File: config.mk
export PLATFORM = sky130hd
export DESIGN_NAME = timer_capture_pwm
export DESIGN_NICKNAME = d
export VERILOG_FILES = /design/src/shared/timer_capture_pkg.sv /design/src/design/timer_capture_pwm.sv
export SDC_FILE = /design/constraint.sdc
export NUM_CORES = 1
export LEC_CHECK = 0
export BUFFER_PORTS_ARGS = -buffer_cell sky130_fd_sc_hd__buf_2
export CAP_MARGIN = 30
export CORE_MARGIN = 3
export CORE_UTILIZATION = 55
export CTS_BUF_LIST = sky130_fd_sc_hd__clkbuf_8
export DETAILED_ROUTE_END_ITERATION = 6
export GPL_TIMING_DRIVEN = 0
export PLACE_DENSITY = 0.82
export RECOVER_POWER = 25
export SYNTH_ARGS = -nofsm -noshare
export SYNTH_HDL_FRONTEND = slang
export SYNTH_SLANG_ARGS = --single-unit
File: constraint.sdc
create_clock -name sys_clk_in -period 12.1 [get_ports sys_clk_in]
set_input_delay 2.42 -clock sys_clk_in [delete_from_list [all_inputs] [get_ports sys_clk_in]]
set_output_delay 2.42 -clock sys_clk_in [all_outputs]
set_load 0.005 [all_outputs]
File: src/shared/timer_capture_pkg.sv
// How it works
// capture source holds level two clocks minimum
// edge-count uses 24-bit prescale-plus-timer counter
// capture-mode clear selects edge-count; event field
// enabling loads count and value from load
// each selected edge decrements until match
// match sets sticky raw flag, masked view
// edge-count: count shows events, value free-runs
// capture event pulses adc trigger when enabled
// match reloads, clears enable, ignores edges
// capture-mode set: 16-bit edge-time counter
// edge-time edge copies count, sets event flag
// edge-time keeps running, reloads at timeout
// captured count held until next edge
// pwm selected by alt, capture, mode bits
// pwm counts to zero, reloads, no flags
// pwm sets at load, clears at match
// pwm count and value read identical
// each timer raises dma request on flag
// configs zero/one concatenate a and b halves
// 32-bit load write fills both halves
// 32-bit count/value read returns b:a
// pin synchronised, one pulse per edge
package timer_capture_pkg;

  // ****************************************
  // bus and geometry
  // ****************************************
  localparam int unsigned NUM_TIMERS = 2;
  localparam int unsigned AW         = 12;
  localparam int unsigned DW         = 32;
  localparam int unsigned HW         = 16;
  localparam int unsigned PW         = 8;
  localparam int unsigned CW         = HW + PW;
  localparam int unsigned LANE       = 8;

  // ****************************************
  // register offsets (timer b sits one stride above a; ctl, imr, ris, mis and icr hold b in the second byte lane of one word)
  // ****************************************
  localparam logic [AW-1:0] OFF_CFG      = 12'h000;
  localparam logic [AW-1:0] OFF_MODE     = 12'h004;
  localparam logic [AW-1:0] OFF_CTL      = 12'h00c;
  localparam logic [AW-1:0] OFF_IMR      = 12'h018;
  localparam logic [AW-1:0] OFF_RIS      = 12'h01c;
  localparam logic [AW-1:0] OFF_MIS      = 12'h020;
  localparam logic [AW-1:0] OFF_ICR      = 12'h024;
  localparam logic [AW-1:0] OFF_ILR      = 12'h028;
  localparam logic [AW-1:0] OFF_MATCH    = 12'h030;
  localparam logic [AW-1:0] OFF_PRE      = 12'h038;
  localparam logic [AW-1:0] OFF_PMATCH   = 12'h040;
  localparam logic [AW-1:0] OFF_COUNT    = 12'h048;
  localparam logic [AW-1:0] OFF_VALUE    = 12'h050;
  localparam logic [AW-1:0] TIMER_STRIDE = 12'h004;

  // ****************************************
  // fields and encodings
  // ****************************************
  localparam int unsigned RIS_CM_BIT  = 1;
  localparam int unsigned RIS_CE_BIT  = 2;
  localparam logic [2:0]  CFG_CAT32   = 3'h0;
  localparam logic [2:0]  CFG_CAT_RTC = 3'h1;
  localparam logic [2:0]  RST_CFG     = 3'h0;
  localparam logic [1:0]  MR_ONESHOT  = 2'h1;
  localparam logic [1:0]  MR_PERIODIC = 2'h2;
  localparam logic [1:0]  MR_CAPTURE  = 2'h3;
  localparam logic [1:0]  EVT_RISE    = 2'h0;
  localparam logic [1:0]  EVT_FALL    = 2'h1;
  localparam logic [1:0]  EVT_BOTH    = 2'h3;
  localparam logic [7:0]  CTL_RW_MASK = 8'h6d;
  localparam logic [15:0] RST_HALF    = 16'h0000;
  localparam logic [15:0] ZERO_HALF   = 16'h0000;
  localparam logic [15:0] ONE_HALF    = 16'h0001;
  localparam logic [23:0] ONE_CNT     = 24'h000001;
  localparam logic [7:0]  RST_BYTE    = 8'h00;

  typedef struct packed {
    logic       ams;
    logic       cmr;
    logic [1:0] mr;
  } mode_t;

  typedef struct packed {
    logic       rsv7;
    logic       pwml;
    logic       ote;
    logic       rsv4;
    logic [1:0] evt;
    logic       rsv1;
    logic       en;
  } ctl_t;

  localparam mode_t MODE_RST = 4'h0;
  localparam ctl_t  CTL_RST  = 8'h00;

endpackage : timer_capture_pkg

File: src/design/timer_capture_pwm.sv
`timescale 1ns/100ps
module timer_capture_pwm (
  input  wire logic                               sys_clk_in,
  input  wire logic                               reset_in,
  input  wire logic                               ce_in,
  input  wire logic                               psel_in,
  input  wire logic                               penable_in,
  input  wire logic                               pwrite_in,
  input  wire logic [timer_capture_pkg::AW-1:0]   paddr_in,
  input  wire logic [timer_capture_pkg::DW-1:0]   pwdata_in,
  output logic      [timer_capture_pkg::DW-1:0]   prdata_out,
  output logic                                    pready_out,
  output logic                                    pslverr_out,
  input  wire logic [timer_capture_pkg::NUM_TIMERS-1:0] capture_pin_in,
  output logic      [timer_capture_pkg::NUM_TIMERS-1:0] pwm_out,
  output logic      [timer_capture_pkg::NUM_TIMERS-1:0] adc_trig_out,
  output logic      [timer_capture_pkg::NUM_TIMERS-1:0] dma_req_out
);
  import timer_capture_pkg::*;

  // ****************************************
  // state
  // ****************************************
  logic [2:0]            cfg_q;
  mode_t                 mode_q   [NUM_TIMERS];
  ctl_t                  ctl_q    [NUM_TIMERS];
  logic [HW-1:0]         ilr_q    [NUM_TIMERS];
  logic [HW-1:0]         match_q  [NUM_TIMERS];
  logic [PW-1:0]         pre_q    [NUM_TIMERS];
  logic [PW-1:0]         pmatch_q [NUM_TIMERS];
  logic [CW-1:0]         cnt_q    [NUM_TIMERS];
  logic [HW-1:0]         free_q   [NUM_TIMERS];
  logic [HW-1:0]         cap_q    [NUM_TIMERS];
  logic [NUM_TIMERS-1:0] imr_cm_q, imr_ce_q, cm_raw_q, ce_raw_q;
  logic [NUM_TIMERS-1:0] sync1_q, sync2_q, prev_q, en_prev_q, lvl_q;
  logic [NUM_TIMERS-1:0] pwm_q, adc_q, dma_q;
  logic                  ack_q;
  logic [DW-1:0]         prdata_q;

  // ****************************************
  // decode
  // ****************************************
  logic [NUM_TIMERS-1:0] ecnt_on, etime_on, pwm_on, evt, hit, ce_set, en_rise, ecnt_ev, cm_clr, ce_clr;
  logic [HW-1:0]         tread [NUM_TIMERS];
  logic                  access, wr_acc, cat32, mapped;
  logic [DW-1:0]         rdata;

  // one wait state: read data is latched in the first access cycle
  assign access      = psel_in & penable_in;
  assign pready_out  = access & ack_q & ce_in;
  assign wr_acc      = pready_out & pwrite_in;
  assign cat32       = (cfg_q == CFG_CAT32) | (cfg_q == CFG_CAT_RTC);
  assign prdata_out  = prdata_q;
  assign pslverr_out = pready_out & ~mapped;
  assign pwm_out     = pwm_q;
  assign adc_trig_out = adc_q;
  assign dma_req_out  = dma_q;

  // per-timer mode decode, edge qualification and match detection
  always_comb begin
    for (int i = 0; i < NUM_TIMERS; i++) begin
      ecnt_on[i]  = (mode_q[i].mr == MR_CAPTURE) & ~mode_q[i].cmr & ~mode_q[i].ams;
      etime_on[i] = (mode_q[i].mr == MR_CAPTURE) & mode_q[i].cmr;
      pwm_on[i]   = mode_q[i].ams & ~mode_q[i].cmr
                  & ((mode_q[i].mr == MR_ONESHOT) | (mode_q[i].mr == MR_PERIODIC));
      unique case (ctl_q[i].evt)
        EVT_RISE: evt[i] = sync2_q[i] & ~prev_q[i];
        EVT_FALL: evt[i] = ~sync2_q[i] & prev_q[i];
        EVT_BOTH: evt[i] = sync2_q[i] ^ prev_q[i];
        default:  evt[i] = 1'b0;
      endcase
      en_rise[i] = ctl_q[i].en & ~en_prev_q[i];
      // a match is taken from the decremented value so load-minus-match edges are counted
      ecnt_ev[i] = ecnt_on[i] & ctl_q[i].en & ~en_rise[i] & evt[i];
      hit[i]     = ecnt_ev[i] & ((cnt_q[i] - ONE_CNT) == {pmatch_q[i], match_q[i]});
      ce_set[i]  = etime_on[i] & ctl_q[i].en & ~en_rise[i] & evt[i];
      tread[i]   = etime_on[i] ? cap_q[i] : (ecnt_on[i] ? cnt_q[i][HW-1:0] : free_q[i]);
      cm_clr[i]  = wr_acc & (paddr_in == OFF_ICR) & pwdata_in[i*LANE + RIS_CM_BIT];
      ce_clr[i]  = wr_acc & (paddr_in == OFF_ICR) & pwdata_in[i*LANE + RIS_CE_BIT];
    end
  end

  // read mux; reserved bits and unmapped words read zero
  always_comb begin
    rdata  = '0;
    mapped = 1'b1;
    unique case (paddr_in)
      OFF_CFG:                   rdata = {29'h0, cfg_q};
      OFF_MODE:                  rdata = {28'h0, mode_q[0]};
      OFF_MODE + TIMER_STRIDE:   rdata = {28'h0, mode_q[1]};
      OFF_CTL:                   rdata = {16'h0, ctl_q[1] & CTL_RW_MASK, ctl_q[0] & CTL_RW_MASK};
      OFF_IMR:                   rdata = {21'h0, imr_ce_q[1], imr_cm_q[1], 6'h0, imr_ce_q[0], imr_cm_q[0], 1'b0};
      OFF_RIS:                   rdata = {21'h0, ce_raw_q[1], cm_raw_q[1], 6'h0, ce_raw_q[0], cm_raw_q[0], 1'b0};
      OFF_MIS:                   rdata = {21'h0, ce_raw_q[1] & imr_ce_q[1], cm_raw_q[1] & imr_cm_q[1], 6'h0,
                                          ce_raw_q[0] & imr_ce_q[0], cm_raw_q[0] & imr_cm_q[0], 1'b0};
      OFF_ILR:                   rdata = {cat32 ? ilr_q[1] : ZERO_HALF, ilr_q[0]};
      OFF_ILR + TIMER_STRIDE:    rdata = {ZERO_HALF, ilr_q[1]};
      OFF_MATCH:                 rdata = {cat32 ? match_q[1] : ZERO_HALF, match_q[0]};
      OFF_MATCH + TIMER_STRIDE:  rdata = {ZERO_HALF, match_q[1]};
      OFF_PRE:                   rdata = {24'h0, pre_q[0]};
      OFF_PRE + TIMER_STRIDE:    rdata = {24'h0, pre_q[1]};
      OFF_PMATCH:                rdata = {24'h0, pmatch_q[0]};
      OFF_PMATCH + TIMER_STRIDE: rdata = {24'h0, pmatch_q[1]};
      OFF_COUNT:                 rdata = {cat32 ? tread[1] : ZERO_HALF, tread[0]};
      OFF_COUNT + TIMER_STRIDE:  rdata = {ZERO_HALF, tread[1]};
      OFF_VALUE:                 rdata = {cat32 ? free_q[1] : ZERO_HALF, free_q[0]};
      OFF_VALUE + TIMER_STRIDE:  rdata = {ZERO_HALF, free_q[1]};
      OFF_ICR:                   rdata = '0;
      default:                   mapped = 1'b0;
    endcase
  end

  // ****************************************
  // apb handshake
  // ****************************************
  // ack toggles so back-to-back transfers each get their own wait state
  always_ff @(posedge sys_clk_in or posedge reset_in) begin
    if (reset_in) begin
      ack_q    <= 1'b0;
      prdata_q <= '0;
    end else if (ce_in) begin
      ack_q <= access & ~ack_q;
      if (access & ~ack_q & ~pwrite_in) begin
        prdata_q <= rdata;
      end
    end
  end

  // ****************************************
  // configuration registers
  // ****************************************
  // software-owned fields; the enable bit is handled with the control register
  always_ff @(posedge sys_clk_in or posedge reset_in) begin
    if (reset_in) begin
      cfg_q    <= RST_CFG;
      imr_cm_q <= '0;
      imr_ce_q <= '0;
      for (int i = 0; i < NUM_TIMERS; i++) begin
        mode_q[i]   <= MODE_RST;
        ilr_q[i]    <= RST_HALF;
        match_q[i]  <= RST_HALF;
        pre_q[i]    <= RST_BYTE;
        pmatch_q[i] <= RST_BYTE;
      end
    end else if (ce_in && wr_acc) begin
      if (paddr_in == OFF_CFG) begin
        cfg_q <= pwdata_in[2:0];
      end
      if (paddr_in == OFF_IMR) begin
        for (int i = 0; i < NUM_TIMERS; i++) begin
          imr_cm_q[i] <= pwdata_in[i*LANE + RIS_CM_BIT];
          imr_ce_q[i] <= pwdata_in[i*LANE + RIS_CE_BIT];
        end
      end
      for (int i = 0; i < NUM_TIMERS; i++) begin
        if (paddr_in == OFF_MODE + AW'(i) * TIMER_STRIDE) begin
          mode_q[i] <= pwdata_in[3:0];
        end
        if (paddr_in == OFF_ILR + AW'(i) * TIMER_STRIDE) begin
          ilr_q[i] <= pwdata_in[HW-1:0];
        end
        if (paddr_in == OFF_MATCH + AW'(i) * TIMER_STRIDE) begin
          match_q[i] <= pwdata_in[HW-1:0];
        end
        if (paddr_in == OFF_PRE + AW'(i) * TIMER_STRIDE) begin
          pre_q[i] <= pwdata_in[PW-1:0];
        end
        if (paddr_in == OFF_PMATCH + AW'(i) * TIMER_STRIDE) begin
          pmatch_q[i] <= pwdata_in[PW-1:0];
        end
      end
      // 32-bit write to the a word also fills b from the upper half
      if (cat32 && paddr_in == OFF_ILR) begin
        ilr_q[1] <= pwdata_in[DW-1:HW];
      end
      if (cat32 && paddr_in == OFF_MATCH) begin
        match_q[1] <= pwdata_in[DW-1:HW];
      end
    end
  end

  // control register; a match in the same cycle as a write still drops the enable
  always_ff @(posedge sys_clk_in or posedge reset_in) begin
    if (reset_in) begin
      for (int i = 0; i < NUM_TIMERS; i++) begin
        ctl_q[i] <= CTL_RST;
      end
    end else if (ce_in) begin
      for (int i = 0; i < NUM_TIMERS; i++) begin
        if (hit[i]) begin
          ctl_q[i].en <= 1'b0;
        end else if (wr_acc && paddr_in == OFF_CTL) begin
          ctl_q[i] <= pwdata_in[i*LANE +: LANE] & CTL_RW_MASK;
        end
      end
    end
  end

  // ****************************************
  // pin synchroniser and edge history
  // ****************************************
  // sync1 feeds only sync2; edges are taken between sync2 and its previous value
  always_ff @(posedge sys_clk_in or posedge reset_in) begin
    if (reset_in) begin
      sync1_q <= '0;
      sync2_q <= '0;
      prev_q  <= '0;
    end else if (ce_in) begin
      sync1_q <= capture_pin_in;
      sync2_q <= sync1_q;
      prev_q  <= sync2_q;
    end
  end

  // ****************************************
  // counters
  // ****************************************
  // free counter serves edge-time, pwm and the value view of edge-count
  always_ff @(posedge sys_clk_in or posedge reset_in) begin
    if (reset_in) begin
      en_prev_q <= '0;
      for (int i = 0; i < NUM_TIMERS; i++) begin
        cnt_q[i]  <= '0;
        free_q[i] <= RST_HALF;
        cap_q[i]  <= RST_HALF;
      end
    end else if (ce_in) begin
      en_prev_q <= {ctl_q[1].en, ctl_q[0].en};
      for (int i = 0; i < NUM_TIMERS; i++) begin
        if (en_rise[i]) begin
          cnt_q[i]  <= {pre_q[i], ilr_q[i]};
          free_q[i] <= ilr_q[i];
          cap_q[i]  <= ilr_q[i];
        end else if (ctl_q[i].en) begin
          // timeout reloads one cycle after zero is shown
          free_q[i] <= (free_q[i] == ZERO_HALF) ? ilr_q[i] : free_q[i] - ONE_HALF;
          if (ecnt_ev[i]) begin
            cnt_q[i] <= hit[i] ? {pre_q[i], ilr_q[i]} : cnt_q[i] - ONE_CNT;
          end
          if (ce_set[i]) begin
            cap_q[i] <= free_q[i];
          end
        end
      end
    end
  end

  // ****************************************
  // pwm output
  // ****************************************
  // output is registered already inverted so it cannot glitch on the invert bit path
  always_ff @(posedge sys_clk_in or posedge reset_in) begin
    if (reset_in) begin
      lvl_q <= '0;
      pwm_q <= '0;
    end else if (ce_in) begin
      for (int i = 0; i < NUM_TIMERS; i++) begin
        if (pwm_on[i] && ctl_q[i].en && free_q[i] == ilr_q[i]) begin
          lvl_q[i] <= 1'b1;
          pwm_q[i] <= ~ctl_q[i].pwml;
        end else if (pwm_on[i] && ctl_q[i].en && free_q[i] == match_q[i]) begin
          lvl_q[i] <= 1'b0;
          pwm_q[i] <= ctl_q[i].pwml;
        end else begin
          pwm_q[i] <= lvl_q[i] ^ ctl_q[i].pwml;
        end
      end
    end
  end

  // ****************************************
  // status flags and triggers
  // ****************************************
  // set beats clear; pwm never reaches these set terms
  always_ff @(posedge sys_clk_in or posedge reset_in) begin
    if (reset_in) begin
      cm_raw_q <= '0;
      ce_raw_q <= '0;
      adc_q    <= '0;
      dma_q    <= '0;
    end else if (ce_in) begin
      cm_raw_q <= hit | (cm_raw_q & ~cm_clr);
      ce_raw_q <= ce_set | (ce_raw_q & ~ce_clr);
      for (int i = 0; i < NUM_TIMERS; i++) begin
        adc_q[i] <= ctl_q[i].ote & (hit[i] | ce_set[i]);
        dma_q[i] <= hit[i] | ce_set[i];
      end
    end
  end

  // ****************************************
  // checks
  // ****************************************
  for (genvar g = 0; g < NUM_TIMERS; g++) begin : g_chk

  end
endmodule : timer_capture_pwm

[Word level (Yosys, flattened, before mapping)]
Cells that the tools add are included.
Cells by class
  add/subtract/negate cells: 4
  equality and inequality tests: 36
  multiplexer cells: 48
  bitwise logic cells: 82
  reductions and logical operators: 54
Operators with widths (count)
  $pmux W32 S19: 1
  $mux W16: 24
  $mux W24: 8
  $eq A12 B6 Y1 const B: 8
  $eq A12 B7 Y1 const B: 6
  $eq A16 B16 Y1: 4
  $and A1 B1 Y1: 48
  $eq A24 B24 Y1: 2
  $sub A24 B1 Y24 const B: 2
  $reduce_and A2 Y1: 19
  $logic_not A16 Y1: 2
  $sub A16 B1 Y16 const B: 2
  $eq A12 B4 Y1 const B: 2
  $eq A12 B5 Y1 const B: 2
  $reduce_bool A2 Y1: 12
  $reduce_or A20 Y1: 1
  $not A1 Y1: 19
  $reduce_and A3 Y1: 6
  $mux W1: 13
  $eq A12 B3 Y1 const B: 1
  $eq A2 B2 Y1 const B: 6
  $logic_not A12 Y1: 1
  $logic_and A1 B1 Y1: 10
  $eq A2 B1 Y1 const B: 4
  other kinds (9): 21
Word-level totals
  register bits: 286
  input port bits: 52
  output and inout port bits: 40
  logic and storage cells: 268

[Depth between registers and ports, before layout]
Gate-level depths: netlist of run 1.
  depth in word-level cells: 11
  mapped depth: 15

[Worst setup path before layout of run 1]
OpenSTA, ideal clock, no wires.
  path type: input to output
  start point: in paddr_in[3] in the netlist's numbering
  end point: out pslverr_out
  arrival: 3.593 ns
  data required time: 9.680 ns
  path slack: 6.087 ns
  stages: 6
  cell sequence: clkbuf_1 > nand2b_1 > nor2_1 > o21ai_0 > and3_1 > a2111oi_0
On the way
  cells in the longest elaborated chain, start to end: 5
  elaborated cells between the ends (all ways): 24
  those cells by class: 19 x eq/ne; 1 x mux; 2 x bitwise; 2 x reduce/logical
RTL lines
  start: declaration: RTL line timer_capture_pwm.sv:9  | input wire logic [timer_capture_pkg::AW-1:0] paddr_in,
  $eq A12 B6 Y1 (tied with other cells): RTL line timer_capture_pwm.sv:87  | unique case (paddr_in)
  $reduce_or A20 Y1 (no line) (*)
  $mux W1 (*): RTL line timer_capture_pwm.sv:87
  $not A1 Y1 (*): RTL line timer_capture_pwm.sv:54  | assign pslverr_out = pready_out & ~mapped;
  $and A1 B1 Y1 (*): RTL line timer_capture_pwm.sv:54
  end: declaration: RTL line timer_capture_pwm.sv:13  | output logic pslverr_out,
Mark *: on every way between the ends. The rest lies on a longest branch, timed or not.

[Final worst setup path of run 1]
Same ends and word-level chain as after synthesis.

==> impl_metrics.py, run 1 <==
metrics = {
    "logic_synthesis": {
        "synthesis.nets": 2227,
        "synth_cells": 2163,
        "ys_warn_count": 0,
        "synth_area_um2": 18700,
        "synth_edf_count": 0,
        "synth.distinct_cells": 87,
        "synth_ff_type": "dfrtp_1",
        "ys_seq_area_frac": 0.383,
        "syn_area_per_cell_um2": 8.64,
        "ys_seq_elements": 286,
        "ys_async_sr_fraction": 1.00,
    },
    "sta": {
        "maxSlewHeadroom": -2.14,
        "holdWs_ps": 478,
        "drv_slew": 101,
        "min_period_ps": 6800,
        "timing_hold_violations_final": 0,
        "fin_crit_sh": 0.562,
        "setup-tns-final_ps": 0,
        "fin_skew_ps": 32.8,
        "setup_violations": 0,
        "tightestPinTransition_ps": 4690,
        "max_freq_mhz": 147,
        "rsz0062_at_grt": "false",
    },
    "critical_path": {
        "path_max_fanout": 8,
        "critPathLaunchType": "input port",
        "crit_arrival_ps": 4380,
        "crit_required_ps": 9680,
        "path_class": "input port to primary output",
        "end_kind": "primary output",
    },
    "status": {
        "outcome": "finished, violations left",
        "violations": "max-capacitance violations, max-slew violations",
    },
    "clock_tree": {
        "holdBufCountCts": 0,
        "cts_root_buffer": "clkbuf_8",
        "numClockSinks": 286,
        "clkTransAtPathRegs_ps": 60,
        "cts_buffers": 52,
        "htreeDepth": 2,
        "ctsResizeCount": 0,
        "cts_setup_buffers": 0,
        "cts_tree": "done",
        "clk_latency_ps": 650,
        "cts_buffer_depth": 3,
    },
    "final_layout": {
        "drive_above_1_share": 0.133,
        "layout_common_cells": "dfrtp_1 (286), nand2_1 (283), clkbuf_1 (179), o21ai_0 (169), nor2_1 (137)",
        "diodes": 0,
        "utilization": 0.635,
        "fin_nets": 2372,
        "area_growth_pct": 12.2,
        "fin_area_um2": 21000,
        "final_common_cell": "dfrtp_1",
    },
    "power": {
        "intPower_w": 0.00164,
        "p_sw_frac": 0.252,
        "p_leak_nw": 9.10,
        "peakVddDrop_mv": 0.112,
        "sequentialPowerShare": 0.444,
        "switching_power_w": 0.000555,
        "clock_power_share": 0.497,
        "pwr-share-comb": 0.059,
        "power_density_nw_per_um2": 105,
    },
    "grt": {
        "grt_pass1_wl_um": 124000,
        "grtUsageTotal": 0.461,
        "grt_max_degree": 104,
        "antenna_found_initial": 0,
        "overflow": 0,
        "grt_pass1_vias": 18731,
    },
    "floorplan": {
        "die-area_um2": 36200,
        "core-area_um2": 33000,
        "rows": 66,
        "io-pin-count": 92,
        "start_util": 0.566,
        "die_h_um": 190,
        "die_w_um": 190,
    },
    "place": {
        "placed_area_um2": 19800,
        "portBuffers": 87,
        "post-dp-hpwl_um": 63300,
        "gp_congestion": 1.04,
    },
    "drt": {
        "antenna_left": 0,
        "wl_per_cell_um": 30.4,
        "drt_iter0_markers": 3396,
        "routed_via_density": 7.10,
        "drt_wl_total_um": 84900,
        "drcViolationCount": 0,
        "drt_first_pass_iters": 7,
        "num_vias": 19791,
    },
    "hold_path": {
        "worstHoldPathType": "flop to flop",
    },
    "flow_run": {
        "maxCapViolCount": 1,
    },
}
Yosys cell counts (12+ instances only):
library cell,instances,area share
nand4_1,38,0.013
nor3_1,72,0.019
nand3_1,40,0.011
nor2_1,137,0.028
buf_2,17,0.0046
a21o_1,16,0.0064
a22oi_1,41,0.016
nor2b_1,22,0.0074
mux2_2,84,0.051
mux2i_1,69,0.037
inv_1,28,0.0056
or4_1,12,0.0048
dfrtp_1,286,0.38
o211ai_1,28,0.011
a222oi_1,14,0.0075
or3_1,18,0.0060
a22o_1,15,0.0070
xnor2_1,53,0.025
and2_1,20,0.0067
a21oi_1,94,0.025
nor3b_1,15,0.0060
clkbuf_1,179,0.036
a2bb2oi_1,14,0.0066
ha_1,12,0.0080
a221oi_1,44,0.021
nor4_1,35,0.012
buf_1,14,0.0028
a31oi_1,40,0.013
nand2b_1,15,0.0050
xor2_1,66,0.031
nand2_1,283,0.057
o21ai_0,168,0.045
per-stage QoR:
step	setup WS, ps	cells	power (W)
after floorplan	1790	2163	0.00107
final	5300	2789	0.00220
after CTS	5390	2789	0.00219
after detailed placement	5490	2696	0.00112
after global routing	5240	2789	0.00225
after global placement	-1460	2692	0.00111
power by group through the flow:
| stage | logic [W] | registers [W] | clock network [W] |
|---|---|---|---|
| after floorplan | 0.0000795 | 0.000991 | 0 |
| after global placement | 0.000120 | 0.000993 | 0 |
| after detailed placement | 0.000126 | 0.000993 | 0 |
| after CTS | 0.000127 | 0.000976 | 0.00109 |
| after global routing | 0.000141 | 0.000978 | 0.00113 |
| final | 0.000130 | 0.000976 | 0.00109 |
critical path: stages:
cell and delay [ps]:
clkbuf_1 160, nand2b_1 340, nor2_1 150, o21ai_0 80, and3_1 240, a2111oi_0 750
buf_2 240
cells by family after synthesis:
kind of cell | count (synthesis) | synth area share
AND/OR/NAND/NOR | 760 | 0.201
AO/OA/AOI/OAI | 585 | 0.210
flip-flops | 286 | 0.383
buffers and inverters | 244 | 0.0521
multiplexers | 157 | 0.0908
XOR/XNOR | 119 | 0.0558
adder cells (fa/ha/maj) | 12 | 0.00803
path summary, 6_finish.rpt:
check | slack, ps | cells past startpoint | start | to
worst max-delay path | 5300 | 7 | paddr_in[3] | pslverr_out
worst min-delay path | 480 | 2 | prdata_out[21]$_DFFE_PP0P_ | prdata_out[21]$_DFFE_PP0P_
worst max register to register | 7590 | 10 | cnt_q[8]$_DFFE_PP0P_ | cnt_q[8]$_DFFE_PP0P_
worst min register to register | 480 | 2 | prdata_out[21]$_DFFE_PP0P_ | prdata_out[21]$_DFFE_PP0P_
max in group asynchronous | 6720 | 4 | reset_in | free_q[15]$_DFFE_PP0P_
min in group asynchronous | 3220 | 2 | reset_in | pmatch_q[12]$_DFFE_PP0P_
layout make-up:
cell class              count  area (um^2)
repair buffers             91          510
clock inverters            28          304
flip-flops and latches    286         7160
clock buffers              65          895
fillers                  2846        12100
plain buffers             215          866
well taps                 442          553
inverters                  29          110
multi-input cells        1633        10600
state kept, by name, indices dropped and copies added (netlist names), 10 cells and up:
register,cells
ctl_q,10
pmatch_q,16
pre_q,16
match_q,32
ilr_q,32
cap_q,32
prdata_out,32
free_q,32
cnt_q,48
layer usage:
layer	GRT usage	wire length, um	vias up
met1	0.647	33200	9604
met5	0	0	-
met2	0.643	34200	1671
li1	-	-	8217
met4	0.234	5240	0
met3	0.142	12200	299
Note: power is estimated with default switching activity, not from simulation.
==> run 2: changes to the inputs <==
- clock period: 12.1 -> 6.7 ns (I/O delays scaled with it)
==> run 2 against run 1 <==
Effect of this change:
- the run ends with design-rule violations, max-capacitance violations, max-slew violations left
- non-clock buffer count up 6
- die area is the same
- wire length shrank 0.87%
- highest routed layer is now met5
==> impl_metrics.py, run 2 (same netlist as run 1, synthesis figures left out) <==
metrics = {
    "floorplan": {
        "die-area_um2": 36200,
        "die_h_um": 190,
        "core-area_um2": 33000,
        "die_w_um": 190,
        "io-pin-count": 92,
        "rows": 66,
        "start_util": 0.566,
    },
    "critical_path": {
        "r2r_cells": 13,
        "crit-reg2reg-launch": "cnt_q[0]$_DFFE_PP0P_",
        "end_kind": "flop",
        "path_buf_inv": 3,
        "path_max_fanout": 10,
        "slowest_delay_ps": 830,
        "path_cells": "buf_2, or4_1, or4b_1, clkbuf_1, nor3_1, nand2_1, o21ai_0, nand2_1, clkbuf_1, nand2_1, o21ai_0",
        "path_class": "input port to flop",
        "rr_endpoint": "cnt_q[6]$_DFFE_PP0P_",
        "critPathLaunchType": "input port",
        "crit_required_ps": 7240,
        "rrSetupSlack_ps": 1840,
        "cpMostUsedCell": "nand2_1",
        "crit_arrival_ps": 5470,
        "crit_family": "simple AND/OR/NAND/NOR gates",
        "crit_slowest_cell": "nor3_1",
    },
    "final_layout": {
        "largest_register_ffs": 48,
        "regArea_um2": 7160,
        "multi_input_area_um2": 10600,
        "area_growth_pct": 12.0,
        "layout_common_cells": "dfrtp_1 (286), nand2_1 (283), clkbuf_1 (183), o21ai_0 (168), nor2_1 (137)",
        "drive_above_1_share": 0.135,
        "final_common_cell": "dfrtp_1",
        "finalNonFillerCells": 2796,
        "fin_area_um2": 20900,
        "regMostFlops": "cnt_q",
        "fillCellCount": 2849,
        "diodes": 0,
        "fin_nets": 2377,
    },
    "power": {
        "power_density_nw_per_um2": 184,
        "p_sw_frac": 0.265,
        "p_leak_nw": 9.08,
        "intPower_w": 0.00283,
        "clock_power_share": 0.481,
        "sequentialPowerShare": 0.458,
        "pwr-share-comb": 0.061,
        "peakVddDrop_mv": 0.161,
        "switching_power_w": 0.00102,
    },
    "hold_path": {
        "worstHoldPathType": "flop to flop",
        "hold_end": "prdata_out[2]$_DFFE_PP0P_",
        "hold_depth": 2,
        "hp-start": "prdata_out[2]$_DFFE_PP0P_",
    },
    "grt": {
        "antenna_found_initial": 1,
        "grtUsageTotal": 0.458,
        "grt_pass1_wl_um": 123000,
        "grt_pass1_vias": 19193,
        "overflow": 0,
        "grt_max_degree": 43,
    },
    "clock_tree": {
        "cts_tree": "done",
        "ctsResizeCount": 0,
        "cts_root_buffer": "clkbuf_8",
        "clkTransAtPathRegs_ps": 70,
        "cts_setup_buffers": 0,
        "htreeDepth": 2,
        "clk_latency_ps": 670,
        "cts_buffers": 51,
        "holdBufCountCts": 0,
        "cts_buffer_depth": 3,
        "numClockSinks": 286,
    },
    "sta": {
        "maxSlewHeadroom": -0.641,
        "fin_crit_sh": 0.735,
        "drv_slew": 110,
        "min_period_ps": 4920,
        "tightestPinTransition_ps": 2460,
        "max_freq_mhz": 203,
        "rsz0062_at_grt": "false",
        "fin_skew_ps": 43.3,
        "timing_hold_violations_final": 0,
        "setup_violations": 0,
        "final.setup.worst_slack_ps": 1780,
    },
    "place": {
        "placed_area_um2": 19900,
        "gp_congestion": 1.09,
        "portBuffers": 87,
        "post-dp-hpwl_um": 62900,
        "placed_cells": 2701,
        "post-place-ws_ps": 1310,
    },
    "drt": {
        "wl_per_cell_um": 30.1,
        "antenna_left": 0,
        "num_vias": 19928,
        "drt_iter0_markers": 3331,
        "drt_first_pass_iters": 7,
        "drcViolationCount": 54,
        "routed_via_density": 7.13,
        "drt_wl_total_um": 84200,
    },
    "status": {
        "violations": "design-rule violations, max-capacitance violations, max-slew violations",
        "outcome": "finished, violations left",
    },
    "flow_run": {
        "maxCapViolCount": 3,
    },
}
-- run 2: changes by cell type in the layout (fill, tap and decap cells not counted), moves of 4 or more --
cell,before,now
clkinv_2,6,12
buf_12,0,4
inv_1,41,37
clkbuf_1,179,183
bufinv_16,7,3
-- run 2: per-layer routing --
metal  part of all wire  up-vias  global-route usage
li1                   -     8212                   -
met1               0.36     9581               0.575
met2               0.42     1648               0.668
met3               0.14      485               0.149
met4              0.088        2               0.324
met5            0.00014        -                   0
-- run 2: final cells by class --
type                    instances  share of cell area
multi-input cells            1633               0.505
flip-flops and latches        286               0.342
clock buffers                  65              0.0427
plain buffers                 215              0.0414
repair buffers                 97              0.0264
well taps                     442              0.0264
clock inverters                29              0.0113
inverters                      29             0.00526
-- run 2: worst min-delay path, stage by stage (launching register included) --
cell and delay (ps):
dfrtp_1 340, nand2_1 40, o21ai_0 60
-- run 2: power groups by stage --
| stage | registers, W | clock network, W | logic (W) |
|---|---|---|---|
| 6_report | 0.00176 | 0.00185 | 0.000235 |
| 5_1_grt | 0.00176 | 0.00191 | 0.000255 |
| 4_1_cts | 0.00176 | 0.00184 | 0.000234 |
| 3_5_place_dp | 0.00179 | 0 | 0.000233 |
| 3_3_place_gp | 0.00179 | 0 | 0.000212 |
| 2_1_floorplan | 0.00179 | 0 | 0.000144 |
-- run 2: metrics by stage --
step | TNS (ps) | total power [W] | hold WS (ps) | util
2_1_floorplan | 0 | 0.00193 | 449 | -
3_3_place_gp | -54110 | 0.00201 | 457 | 0.596
3_5_place_dp | 0 | 0.00203 | 465 | 0.601
4_1_cts | 0 | 0.00384 | 479 | 0.635
5_1_grt | 0 | 0.00393 | 503 | 0.634
6_report | 0 | 0.00385 | 474 | 0.634
-- run 2: worst max path at each step --
| stage | startpoint | to | slack (ps) | depth (start not counted) |
|---|---|---|---|---|
| after floorplan | reset_in | ack_q$_DFFE_PP0P_ | 1570 | 1 |
| after global placement | reset_in | sync1_q[1]$_DFFE_PP0P_ | -230 | 2 |
| after detailed placement | paddr_in[9] | match_q[12]$_DFFE_PP0P_ | 1310 | 11 |
| after CTS | paddr_in[9] | match_q[12]$_DFFE_PP0P_ | 2000 | 11 |
| after global routing | reset_in | ilr_q[2]$_DFFE_PP0P_ | 1390 | 4 |
| final | paddr_in[9] | match_q[15]$_DFFE_PP0P_ | 1780 | 11 |
